### config.mk
export PLATFORM = sky130hd
export DESIGN_NAME = psc_phy_port_select
export DESIGN_NICKNAME = d
export VERILOG_FILES = /design/src/logic/psc_phy_port_select.v /design/src/logic/psc_pin_sync.v
export VERILOG_INCLUDE_DIRS = /design/src /design/src/logic
export SDC_FILE = /design/constraint.sdc
export NUM_CORES = 1
export LEC_CHECK = 0
export BUFFER_PORTS_ARGS = -buffer_cell sky130_fd_sc_hd__buf_2
export CAP_MARGIN = 20
export CORE_MARGIN = 10
export CORE_UTILIZATION = 30
export DETAILED_ROUTE_END_ITERATION = 12
export GPL_TIMING_DRIVEN = 1
export PLACE_DENSITY = 0.57
export SLEW_MARGIN = 20
export SYNTH_ARGS = -nofsm -noshare
export SYNTH_HDL_FRONTEND = slang
export SYNTH_SLANG_ARGS = --single-unit
### constraint.sdc
create_clock -name hclk -period 6.4 [get_ports hclk]
set_input_delay 0.64 -clock hclk [delete_from_list [all_inputs] [get_ports hclk]]
set_output_delay 0.64 -clock hclk [all_outputs]
set_load 0.01 [all_outputs]
### src/logic/psc_defines.vh
`ifndef PSC_DEFINES_VH
`define PSC_DEFINES_VH

// Register map, byte addresses on the register bus.
`define PSC_ADDR_W 12
`define PSC_CONFIG_ADDR 12'h074

// Field positions inside the hardware configuration register.
`define PSC_SOFT_RST_BIT 0
`define PSC_RST_TMO_BIT 1
`define PSC_EXT_EN_BIT 2
`define PSC_STRAP_BIT 3
`define PSC_MGMT_SEL_BIT 4
`define PSC_CLK_SRC_LO 5
`define PSC_CLK_SRC_HI 6

// Clock source encodings.
`define PSC_CLK_SRC_INT0 2'h0
`define PSC_CLK_SRC_EXT 2'h1
`define PSC_CLK_SRC_OFF 2'h2
`define PSC_CLK_SRC_INT1 2'h3

// Reset values.
`define PSC_CLK_SRC_RST 2'h0
`define PSC_MGMT_SEL_RST 1'h0
`define PSC_EXT_EN_RST 1'h0

// AHB-Lite encodings.
`define PSC_HSIZE_WORD 3'h2

// Timing: the hclk period and the times in nanoseconds.
`define PSC_HCLK_NS 4
`define PSC_CLK_IDLE_NS 1000
`define PSC_SOFT_RST_TMO_NS 100000
`define PSC_SOFT_RST_PULSE_NS 40

// The same times in hclk cycles, sized for the counters that use them.
`define PSC_CLK_IDLE_CYC 10'h0FA
`define PSC_SOFT_RST_TMO_CYC 20'h061A8
`define PSC_SOFT_RST_PULSE_CYC 20'h0000A

// Strap capture waits until the pin synchroniser holds a settled level.
`define PSC_STRAP_WAIT 3'h5

`endif

### src/logic/psc_phy_port_select.v
`timescale 1ns/1ps
`default_nettype none

`include "psc_defines.vh"

// Contract
// [RL1] Clock field: 00/11 internal, 01 external, 10 off.
// [RL2] Clock field steers only receive/transmit clocks.
// [RL3] Select bit routes management to internal/external.
// [RL4] Management routing ignores port enable bit.
// [RL5] Select set: internal MDIO and MDC low.
// [RL6] Select clear: external MDIO released, MDC low.
// [RL7] Select bit switches only MDIO and MDC.
// [RL8] Capture external MDIO at hard reset.
// [RL9] Strap bit reads pin level captured.
// [RL10] Strap only visible to software.
// [RL11] Enable bit chooses external port or internal.
// [RL12] Enable bit leaves management and clocks alone.
// [RL13] Soft reset without PHY clocks times out, flags.
// [RL14] Host fixes clocks then retries soft reset.
// [RL15] Writing one starts self-clearing MAC reset.
// [RL16] Clock field resets to internal PHY.
module psc_phy_port_select
#(
  parameter [19:0] SOFT_RST_TMO_CYC = `PSC_SOFT_RST_TMO_CYC
)
(
  input wire hclk,
  input wire hresetn,
  input wire hsel,
  input wire [31:0] haddr,
  input wire [1:0] htrans,
  input wire hwrite,
  input wire [2:0] hsize,
  input wire [31:0] hwdata,
  input wire hready,
  output wire hreadyout,
  output wire hresp,
  output reg [31:0] hrdata,
  input wire int_rx_clk,
  input wire int_tx_clk,
  input wire ext_rx_clk,
  input wire ext_tx_clk,
  output reg mii_rx_clk_r,
  output reg mii_tx_clk_r,
  output reg ext_mii_en_r,
  output reg int_phy_en_r,
  input wire mac_mdc,
  input wire mac_mdio_out,
  input wire mac_mdio_oe,
  output reg mac_mdio_in_r,
  output reg int_mdc_r,
  output reg int_mdio_out_r,
  output reg int_mdio_oe_r,
  input wire int_mdio_in,
  output reg ext_mdc_r,
  output reg ext_mdio_out_r,
  output reg ext_mdio_oe_r,
  input wire ext_mdio_in,
  output reg mac_soft_reset_r
);

  localparam ST_IDLE = 2'h0;
  localparam ST_WAIT = 2'h1;
  localparam ST_RST = 2'h2;
  localparam [9:0] IDLE_LIMIT = `PSC_CLK_IDLE_CYC;
  localparam [19:0] PULSE_CYC = `PSC_SOFT_RST_PULSE_CYC;

  // Synchronised pins: int rx, int tx, ext rx, ext tx, ext mdio.
  wire [4:0] pin_raw;
  wire [4:0] pin_lvl;
  wire [4:0] pin_edge;

  reg [1:0] clk_src_r;
  reg mgmt_sel_r;
  reg ext_en_r;
  reg strap_r;
  reg [2:0] strap_cnt_r;
  reg rst_tmo_r;
  reg [1:0] state_r;
  reg [1:0] state_nxt;
  reg [19:0] cnt_r;
  reg [19:0] cnt_nxt;
  wire [1:0] clk_run;
  wire both_run;

  reg dp_wr_r;
  reg dp_hit_r;
  wire addr_take;
  wire addr_hit;
  wire soft_rst_start;

  // True when the clock field selects the internal PHY clocks.
  function src_int;
    input [1:0] sel;
    begin
      src_int = (sel == `PSC_CLK_SRC_INT0) || (sel == `PSC_CLK_SRC_INT1);
    end
  endfunction

  // True when the clock field selects the external port clocks.
  function src_ext;
    input [1:0] sel;
    begin
      src_ext = (sel == `PSC_CLK_SRC_EXT);
    end
  endfunction

  assign pin_raw = {ext_mdio_in, ext_tx_clk, ext_rx_clk, int_tx_clk,
                    int_rx_clk};

  // Each of these five pins passes its own synchroniser.
  genvar gi;
  generate
    for (gi = 0; gi < 5; gi = gi + 1)
    begin : g_sync
      psc_pin_sync psc_pin_sync_inst
      (
        .hclk(hclk),
        .hresetn(hresetn),
        .pin_in(pin_raw[gi]),
        .level_r(pin_lvl[gi]),
        .edge_r(pin_edge[gi])
      );
    end
  endgenerate

  // A clock counts as running while an edge was seen recently.
  generate
    for (gi = 0; gi < 2; gi = gi + 1)
    begin : g_act
      reg [9:0] idle_cnt_r;
      always @(posedge hclk or negedge hresetn)
      begin
        if (!hresetn)
          idle_cnt_r <= IDLE_LIMIT;
        else if (pin_edge[gi])
          idle_cnt_r <= 10'h000;
        else if (idle_cnt_r != IDLE_LIMIT)
          idle_cnt_r <= idle_cnt_r + 10'h001;
      end
      assign clk_run[gi] = (idle_cnt_r != IDLE_LIMIT);
    end
  endgenerate

  assign both_run = clk_run[0] && clk_run[1];

  // Bus slave answers at once and always with OKAY.
  assign hreadyout = 1'b1;
  assign hresp = 1'b0;
  assign addr_take = hsel && htrans[1] && hready;
  assign addr_hit = (haddr[`PSC_ADDR_W-1:0] == `PSC_CONFIG_ADDR) &&
                    (haddr[31:`PSC_ADDR_W] == 20'h00000);
  assign soft_rst_start = dp_wr_r && dp_hit_r &&
                          hwdata[`PSC_SOFT_RST_BIT] &&
                          (state_r == ST_IDLE); // RL15

  // Address phase is registered; read data is loaded here too.
  always @(posedge hclk or negedge hresetn)
  begin
    if (!hresetn)
    begin
      dp_wr_r <= 1'b0;
      dp_hit_r <= 1'b0;
      hrdata <= 32'h00000000;
    end
    else
    begin
      dp_wr_r <= addr_take && hwrite && (hsize == `PSC_HSIZE_WORD);
      dp_hit_r <= addr_take && addr_hit;
      if (addr_take && !hwrite)
      begin
        hrdata <= 32'h00000000;
        if (addr_hit)
        begin
          hrdata[`PSC_CLK_SRC_HI:`PSC_CLK_SRC_LO] <= clk_src_r;
          hrdata[`PSC_MGMT_SEL_BIT] <= mgmt_sel_r;
          hrdata[`PSC_STRAP_BIT] <= strap_r;
          hrdata[`PSC_EXT_EN_BIT] <= ext_en_r;
          hrdata[`PSC_RST_TMO_BIT] <= rst_tmo_r;
          hrdata[`PSC_SOFT_RST_BIT] <= (state_r != ST_IDLE); // RL15
        end
      end
    end
  end

  // Writable fields take the data phase word.
  always @(posedge hclk or negedge hresetn)
  begin
    if (!hresetn)
    begin
      clk_src_r <= `PSC_CLK_SRC_RST; // RL16
      mgmt_sel_r <= `PSC_MGMT_SEL_RST;
      ext_en_r <= `PSC_EXT_EN_RST;
    end
    else if (dp_wr_r && dp_hit_r)
    begin
      clk_src_r <= hwdata[`PSC_CLK_SRC_HI:`PSC_CLK_SRC_LO];
      mgmt_sel_r <= hwdata[`PSC_MGMT_SEL_BIT];
      ext_en_r <= hwdata[`PSC_EXT_EN_BIT];
    end
  end

  // Strap is caught from the settled pin once after hard reset.
  always @(posedge hclk or negedge hresetn)
  begin
    if (!hresetn)
    begin
      strap_cnt_r <= 3'h0;
      strap_r <= 1'b0;
    end
    else if (strap_cnt_r != `PSC_STRAP_WAIT)
    begin
      strap_cnt_r <= strap_cnt_r + 3'h1;
      if (strap_cnt_r == `PSC_STRAP_WAIT - 3'h1)
        strap_r <= pin_lvl[4]; // RL8 RL9 RL10
    end
  end

  // Soft reset sequencer: wait for PHY clocks, else give up.
  always @*
  begin
    state_nxt = state_r;
    cnt_nxt = cnt_r;
    case (state_r)
      ST_IDLE:
      begin
        cnt_nxt = 20'h00000;
        if (soft_rst_start)
          state_nxt = ST_WAIT;
      end
      ST_WAIT:
      begin
        if (both_run)
        begin
          state_nxt = ST_RST;
          cnt_nxt = 20'h00000;
        end
        else if (cnt_r >= SOFT_RST_TMO_CYC - 20'h00001)
          state_nxt = ST_IDLE; // RL13
        else
          cnt_nxt = cnt_r + 20'h00001;
      end
      ST_RST:
      begin
        if (cnt_r >= PULSE_CYC - 20'h00001)
          state_nxt = ST_IDLE;
        else
          cnt_nxt = cnt_r + 20'h00001;
      end
      default:
      begin
        state_nxt = ST_IDLE;
        cnt_nxt = 20'h00000;
      end
    endcase
  end

  // Sequencer state, timeout flag and the MAC reset output.
  always @(posedge hclk or negedge hresetn)
  begin
    if (!hresetn)
    begin
      state_r <= ST_IDLE;
      cnt_r <= 20'h00000;
      rst_tmo_r <= 1'b0;
      mac_soft_reset_r <= 1'b0;
    end
    else
    begin
      state_r <= state_nxt;
      cnt_r <= cnt_nxt;
      mac_soft_reset_r <= (state_nxt == ST_RST); // RL15
      if (state_r == ST_WAIT && state_nxt == ST_IDLE)
        rst_tmo_r <= 1'b1; // RL13
      else if (soft_rst_start)
        rst_tmo_r <= 1'b0; // RL14
    end
  end

  // MII clocks follow only the clock field.
  always @(posedge hclk or negedge hresetn)
  begin
    if (!hresetn)
    begin
      mii_rx_clk_r <= 1'b0;
      mii_tx_clk_r <= 1'b0;
    end
    else
    begin
      mii_rx_clk_r <= (src_int(clk_src_r) && pin_lvl[0]) ||
                      (src_ext(clk_src_r) && pin_lvl[2]); // RL1 RL2 RL12
      mii_tx_clk_r <= (src_int(clk_src_r) && pin_lvl[1]) ||
                      (src_ext(clk_src_r) && pin_lvl[3]); // RL1 RL2 RL12
    end
  end

  // Port enable steers the other MII signal paths only.
  always @(posedge hclk or negedge hresetn)
  begin
    if (!hresetn)
    begin
      ext_mii_en_r <= 1'b0;
      int_phy_en_r <= 1'b1;
    end
    else
    begin
      ext_mii_en_r <= ext_en_r; // RL11 RL7
      int_phy_en_r <= !ext_en_r; // RL11
    end
  end

  // Management port routing depends on the select bit alone.
  always @(posedge hclk or negedge hresetn)
  begin
    if (!hresetn)
    begin
      int_mdc_r <= 1'b0;
      int_mdio_out_r <= 1'b0;
      int_mdio_oe_r <= 1'b0;
      ext_mdc_r <= 1'b0;
      ext_mdio_out_r <= 1'b0;
      ext_mdio_oe_r <= 1'b0;
      mac_mdio_in_r <= 1'b0;
    end
    else if (mgmt_sel_r)
    begin
      int_mdc_r <= 1'b0; // RL5
      int_mdio_out_r <= 1'b0; // RL5
      int_mdio_oe_r <= 1'b1; // RL5
      ext_mdc_r <= mac_mdc; // RL3 RL4
      ext_mdio_out_r <= mac_mdio_out; // RL3
      ext_mdio_oe_r <= mac_mdio_oe; // RL3
      mac_mdio_in_r <= pin_lvl[4]; // RL3
    end
    else
    begin
      int_mdc_r <= mac_mdc; // RL3 RL4
      int_mdio_out_r <= mac_mdio_out; // RL3
      int_mdio_oe_r <= mac_mdio_oe; // RL3
      ext_mdc_r <= 1'b0; // RL6
      ext_mdio_out_r <= 1'b0; // RL6
      ext_mdio_oe_r <= 1'b0; // RL6
      mac_mdio_in_r <= int_mdio_in; // RL3
    end
  end

endmodule
`default_nettype wire

### src/logic/psc_pin_sync.v
`timescale 1ns/1ps
`default_nettype none

module psc_pin_sync
(
  input wire hclk,
  input wire hresetn,
  input wire pin_in,
  output reg level_r,
  output reg edge_r
);

  reg s1_r;
  reg s2_r;
  reg s3_r;
  reg [3:0] fill_r;

  // Three stages; a change counts once the second and third agree.
  // Edges are held off until real samples fill the stages, so that a
  // pin resting high at reset release does not look like a fresh edge.
  always @(posedge hclk or negedge hresetn)
  begin
    if (!hresetn)
    begin
      s1_r <= 1'b0;
      s2_r <= 1'b0;
      s3_r <= 1'b0;
      fill_r <= 4'h0;
      level_r <= 1'b0;
      edge_r <= 1'b0;
    end
    else
    begin
      s1_r <= pin_in;
      s2_r <= s1_r;
      s3_r <= s2_r;
      fill_r <= {fill_r[2:0], 1'b1};
      edge_r <= fill_r[3] && (s2_r == s3_r) && (s3_r != level_r);
      if (s2_r == s3_r)
        level_r <= s3_r;
    end
  end

endmodule
`default_nettype wire

# Word level (Yosys, flattened, before mapping)
# Cells that the tools add are included.
# word_totals
romBits,0
output_inout_bits,46
elab_cells,133
latch_bits,0
mem_count,0
ramBits,0
reg_bits,102
input_bits,83
# classes
bitwise,0
shifts,0
reduce_logical,35
n_lt_le_gt_ge,2
n_addsub,4
n_div,0
n_mul,0
eq_ne,20
mux,23
# op_table
op,n
$mux 20,3
$mux 10,4
$pmux 20 s2,1
$add 10x1->10 const B,2
$add 20x1->20 const B,1
$ge 20x15->1 const B,1
$ge 20x4->1 const B,1
$logic_and 1x1->1,20
$logic_not 20->1,1
$ne 10x8->1 const B,2
$eq 12x7->1 const B,1
$mux 1,9
$mux 2,4
$reduce_bool 2->1,4
$mux 7,1
$eq 2x2->1 const B,3
$logic_not 2->1,3
$ne 3x3->1 const B,2
$pmux 2 s3,1
$eq 1x1->1,5
$eq 2x1->1 const B,2
$reduce_and 2->1,2
$add 3x1->3 const B,1
$eq 3x2->1 const B,1
5 further kinds,9

# Logic depth before layout (Yosys ltp)
# depth
word_depth,8
ltp_mapped,8
depth_no_buf,7

# Cells and area by module
# A second synthesis with hierarchy kept.
# hier_totals
cells_unflattened,459
hier_area_um2,5227.5
# by_module_without_submodules
mod,instances,seq_area_each_um2,cells_each,area_each_um2
psc_phy_port_select,1,1818.0,389,3926.3
psc_pin_sync,5,225.2,14,260.2

# Least setup slack after synthesis
# OpenSTA, ideal clock, no wires.
# synth_timing
path_type,register -> register
from,reg cnt_r[0]
to,reg cnt_r[3]
stages_incl_launch_ff,9
required_ns,6.318
arrival_ns,2.163
n_path_buf,1
path_slack_ns,4.155
setup_time_ns,0.082
period_less_slack_ns,2.245
path_cell_list,dfrtp_1 inv_1 ha_1 nor3b_1 o2111a_1 a31oi_1 clkbuf_1 a221oi_1 o22ai_1
# synth_between
elab_chain_len,4
elab_cells_between_ends,10
cone_classes,add/sub: 1; order compare: 2; eq/ne: 2; mux: 4; reduce/logical: 1
# synth_lines
element,line,text
from (decl),psc_phy_port_select.v:82,reg [19:0] cnt_r;
from (signal assigned),psc_phy_port_select.v:272,cnt_r <= cnt_nxt;
$add 20x1->20,"psc_phy_port_select.v:242, psc_phy_port_select.v:249",
$mux 20,psc_phy_port_select.v:239,else if (cnt_r >= SOFT_RST_TMO_CYC - 20'h00001)
$mux 20,psc_phy_port_select.v:234,if (both_run)
$pmux 20 s2,psc_phy_port_select.v:225,case (state_r)
# Parallel ways exist; a longest one is shown, timed or not. The select of a mux whose other input is x is not followed.
# A chain may end at the register's enable or synchronous reset.

# Worst setup path after layout
# layout_timing
from,reg state_r[1]
to,reg cnt_r[0]
# layout_between
elab_chain_len,3
elab_cells_between_ends,6
cone_classes,eq/ne: 4; mux: 1; reduce/logical: 1
# layout_lines
element,line,text
from (decl),psc_phy_port_select.v:80,reg [1:0] state_r;
from (signal assigned),psc_phy_port_select.v:271,state_r <= state_nxt;
$eq 2x1->1 / $eq 2x2->1 (equally long branches),psc_phy_port_select.v:225,
$ne 3x3->1 (no line) / $ne 2x2->1 (equally long branches),--,
$reduce_and 2->1 (no line),--,
# Parallel ways exist; a longest one is shown, timed or not.

==> metrics <==
Power Dens Cells=254 mW/mm^2; final clock skew=0.00800 ns; dpl hpwl=8150 um; die height=146 um; root buf cell=clkbuf_16; vias in the first global route=between 3000 and 4000; Worst Setup End Kind=register; routed wl met3=roughly 830 um; Initial Util=0.303; Reg clk slew, reported paths=0.07 ns; Buf/Inv on CP=2; Max FO, Critical Path=10; crit path cell chain=inv_1, ha_1, and2_1, a41oi_1, nand2_1, o211ai_1, clkbuf_4, mux2i_1; Post-synth ARST share=1.00; H-tree levels=3; CTS sink cnt=98; share of cells above drive strength 1=0.250; Worst Setup Start Kind=register; CP peak stage delay=0.51 ns; core area=approximately 0.016 mm^2; total routed wirelength=11000 um; setup bufs post-CTS=0; Yosys Warn Count=0; Crit Path Class=register to register; final hold slack=0.294 ns; met1 wire length=4780 um; wire per inst=14.9 um; Max VDD drop=~0.15 mV; Slew @ Worst Pin=~1.1 ns; Main synth FF type=dfrtp_1; RSZ-0062 raised after global routing=false; Max Slew Vio Count=0; Total GRT Usage=0.104; vias=between 3000 and 4000; GRT Residual Overflow=0; status=finished clean; FMAX=337 MHz; Port Buf Inserts=73; largest net degree at the start of global routing=54; first-pass GRT wire length=about 19000 um; CTS tree=yes; drt pass-1 iters=4; Longest Clk Path Bufs=2; CP max-delay cell=a41oi_1; DRT iter0 DRCs=152; hold buffer count at cts=0; Residual DRC=0; vias per cell=between 4 and 5; Die Wd=146 um; Distinct cells, synth=61; CP arrival=roughly 3.2 ns; cells after synthesis=437; met2 WL=around 5300 um; sequential area share after synthesis=0.518; Num CTS Buffers=9; Critical Path RT=~6.6 ns; # setup viols final=0; post-layout minimum cycle time=2.97 ns; CTS resizes=0; die area=0.0213 mm^2; gp weighted congestion=around 0.84; Multi-input gate area=0.00205 mm^2; antenna violations before repair=1; final worst path period share=0.464; # diodes=0; num rows=46; uppermost layer routed=met5; synthesized area=0.00477 mm^2; Min-Delay Path Class=primary input to async pin; synthesized flop and latch total=98; Layout fillers=1580; total negative setup slack=0 ns; Leakage=about 2.4 nW; Skew-Pair Late Insertion Delay=roughly 0.34 ns; Fin. Hold Viols=0; Sequential cell area=0.00247 mm^2; Ports=129; total of max-cap violations=0; fin nets=614; Mean Syn Cell Area=10.9 um^2; Area growth syn-to-layout=17.8%; antenna-violating nets left=0; Slew headroom=0.276; R2R Setup Slk=about 3.4 ns; Crit path max-delay family=compound AO/OA/AOI/OAI gates; EDFF count, synth=0
report_power, final:
part / switching [mW] / internal (mW) / total, mW
Sequential: 0.0418 / 0.673 / 0.715
Combinational: 0.0676 / 0.0577 / 0.125
Clock: 0.239 / 0.349 / 0.587
Total: 0.348 / 1.08 / 1.43
worst reg2reg max path, stage by stage (launching register included):
cell      delay (ns)
dfrtp_1         0.41
inv_1           0.14
ha_1            0.29
and2_1          0.20
a41oi_1         0.51
nand2_1         0.51
o211ai_1        0.38
clkbuf_4        0.31
mux2i_1         0.09
final timing paths:
kind / start / to / cells past startpoint
max in group asynchronous: hresetn / g_act[0].idle_cnt_r[9] / 2
min: hresetn / mgmt_sel_r / 1
max: state_r[1] / cnt_r[0] / 8
min in group hclk: g_sync[4].psc_pin_sync_inst.s1_r / g_sync[4].psc_pin_sync_inst.s2_r / 0
min reg2reg: g_sync[4].psc_pin_sync_inst.s1_r / g_sync[4].psc_pin_sync_inst.s2_r / 0
max reg2reg: state_r[1] / cnt_r[0] / 8
synth_stat cells (11+ instances only):
master / n / area [um^2]
a21oi_1: 15 / 75.1
buf_4: 27 / 203
dfrtp_1: 85 / 2130
dfstp_2: 13 / 342
ha_1: 15 / 188
inv_1: 27 / 101
nand2_1: 32 / 120
nand3_1: 18 / 90.1
nand4_1: 12 / 75.1
nor2_1: 20 / 75.1
nor4_1: 11 / 68.8
o22ai_1: 12 / 75.1
xor2_1: 11 / 96.3
stage by stage:
step | utilization | std cells | total power [mW] | setup WS (ns) | area [um^2]
after floorplan | - | 463 | 0.806 | 4.15 | 4860
after global placement | 0.335 | 719 | 0.845 | 3.48 | 5270
after detailed placement | 0.335 | 720 | 0.852 | 3.43 | 5270
after CTS | 0.356 | 736 | 1.45 | 3.41 | 5600
after global routing | 0.357 | 737 | 1.50 | 3.14 | 5610
final | 0.357 | 737 | 1.43 | 3.43 | 5610
routing by layer:
metal	global-route usage	vias to the layer above
met3	0.0368	7
met2	0.168	103
met5	0	-
li1	-	1687
met4	0.0315	2
met1	0.129	1697
flip-flops by register name, summed over array words and instances (netlist names), 2 cells and up:
name / flops
g_sync.psc_pin_sync_inst.s3_r: 5
hrdata: 7
g_sync.psc_pin_sync_inst.s2_r: 5
g_sync.psc_pin_sync_inst.level_r: 5
cnt_r: 20
g_sync.psc_pin_sync_inst.s1_r: 5
g_sync.psc_pin_sync_inst.edge_r: 2
state_r: 2
clk_src_r: 2
g_act.idle_cnt_r: 20
strap_cnt_r: 3
g_sync.psc_pin_sync_inst.fill_r: 4
area by class of cell:
type                       instances  share of cell area
sequential                        98               0.440
multi-input combinational        303               0.365
timing repair buffer              77              0.0704
tap                              216              0.0481
clock buffer                      10              0.0408
inverter                          27              0.0181
clock inverter                     6              0.0176
cell families after synthesis:
family | share of synthesized area
buf+inv | 0.0738
xor+xnor | 0.0257
compound gates | 0.146
mux | 0.0184
flops | 0.518
simple gates | 0.167
other cells | 0.00158
fa+ha+maj | 0.0499
cells in the final DEF (no fill, tap or decap), types with 6 or more instances in the layout:
cell / synthesis / routed
mux2_2: 6 / 6
xor2_1: 11 / 11
nand2_1: 32 / 32
clkbuf_16: 0 / 9
nand4_1: 12 / 12
o21ai_0: 7 / 7
o22ai_1: 12 / 12
conb_1: 2 / 28
dfrtp_1: 85 / 85
nor4_1: 11 / 10
o21a_1: 6 / 6
a22o_1: 9 / 9
nor2_1: 20 / 20
a21oi_1: 15 / 15
a211oi_1: 9 / 9
ha_1: 15 / 15
a2111oi_1: 6 / 6
nand3_1: 18 / 18
buf_2: 2 / 73
inv_1: 27 / 27
and2_1: 8 / 8
dfstp_2: 13 / 13
Note: power is estimated with default switching activity, not from simulation.
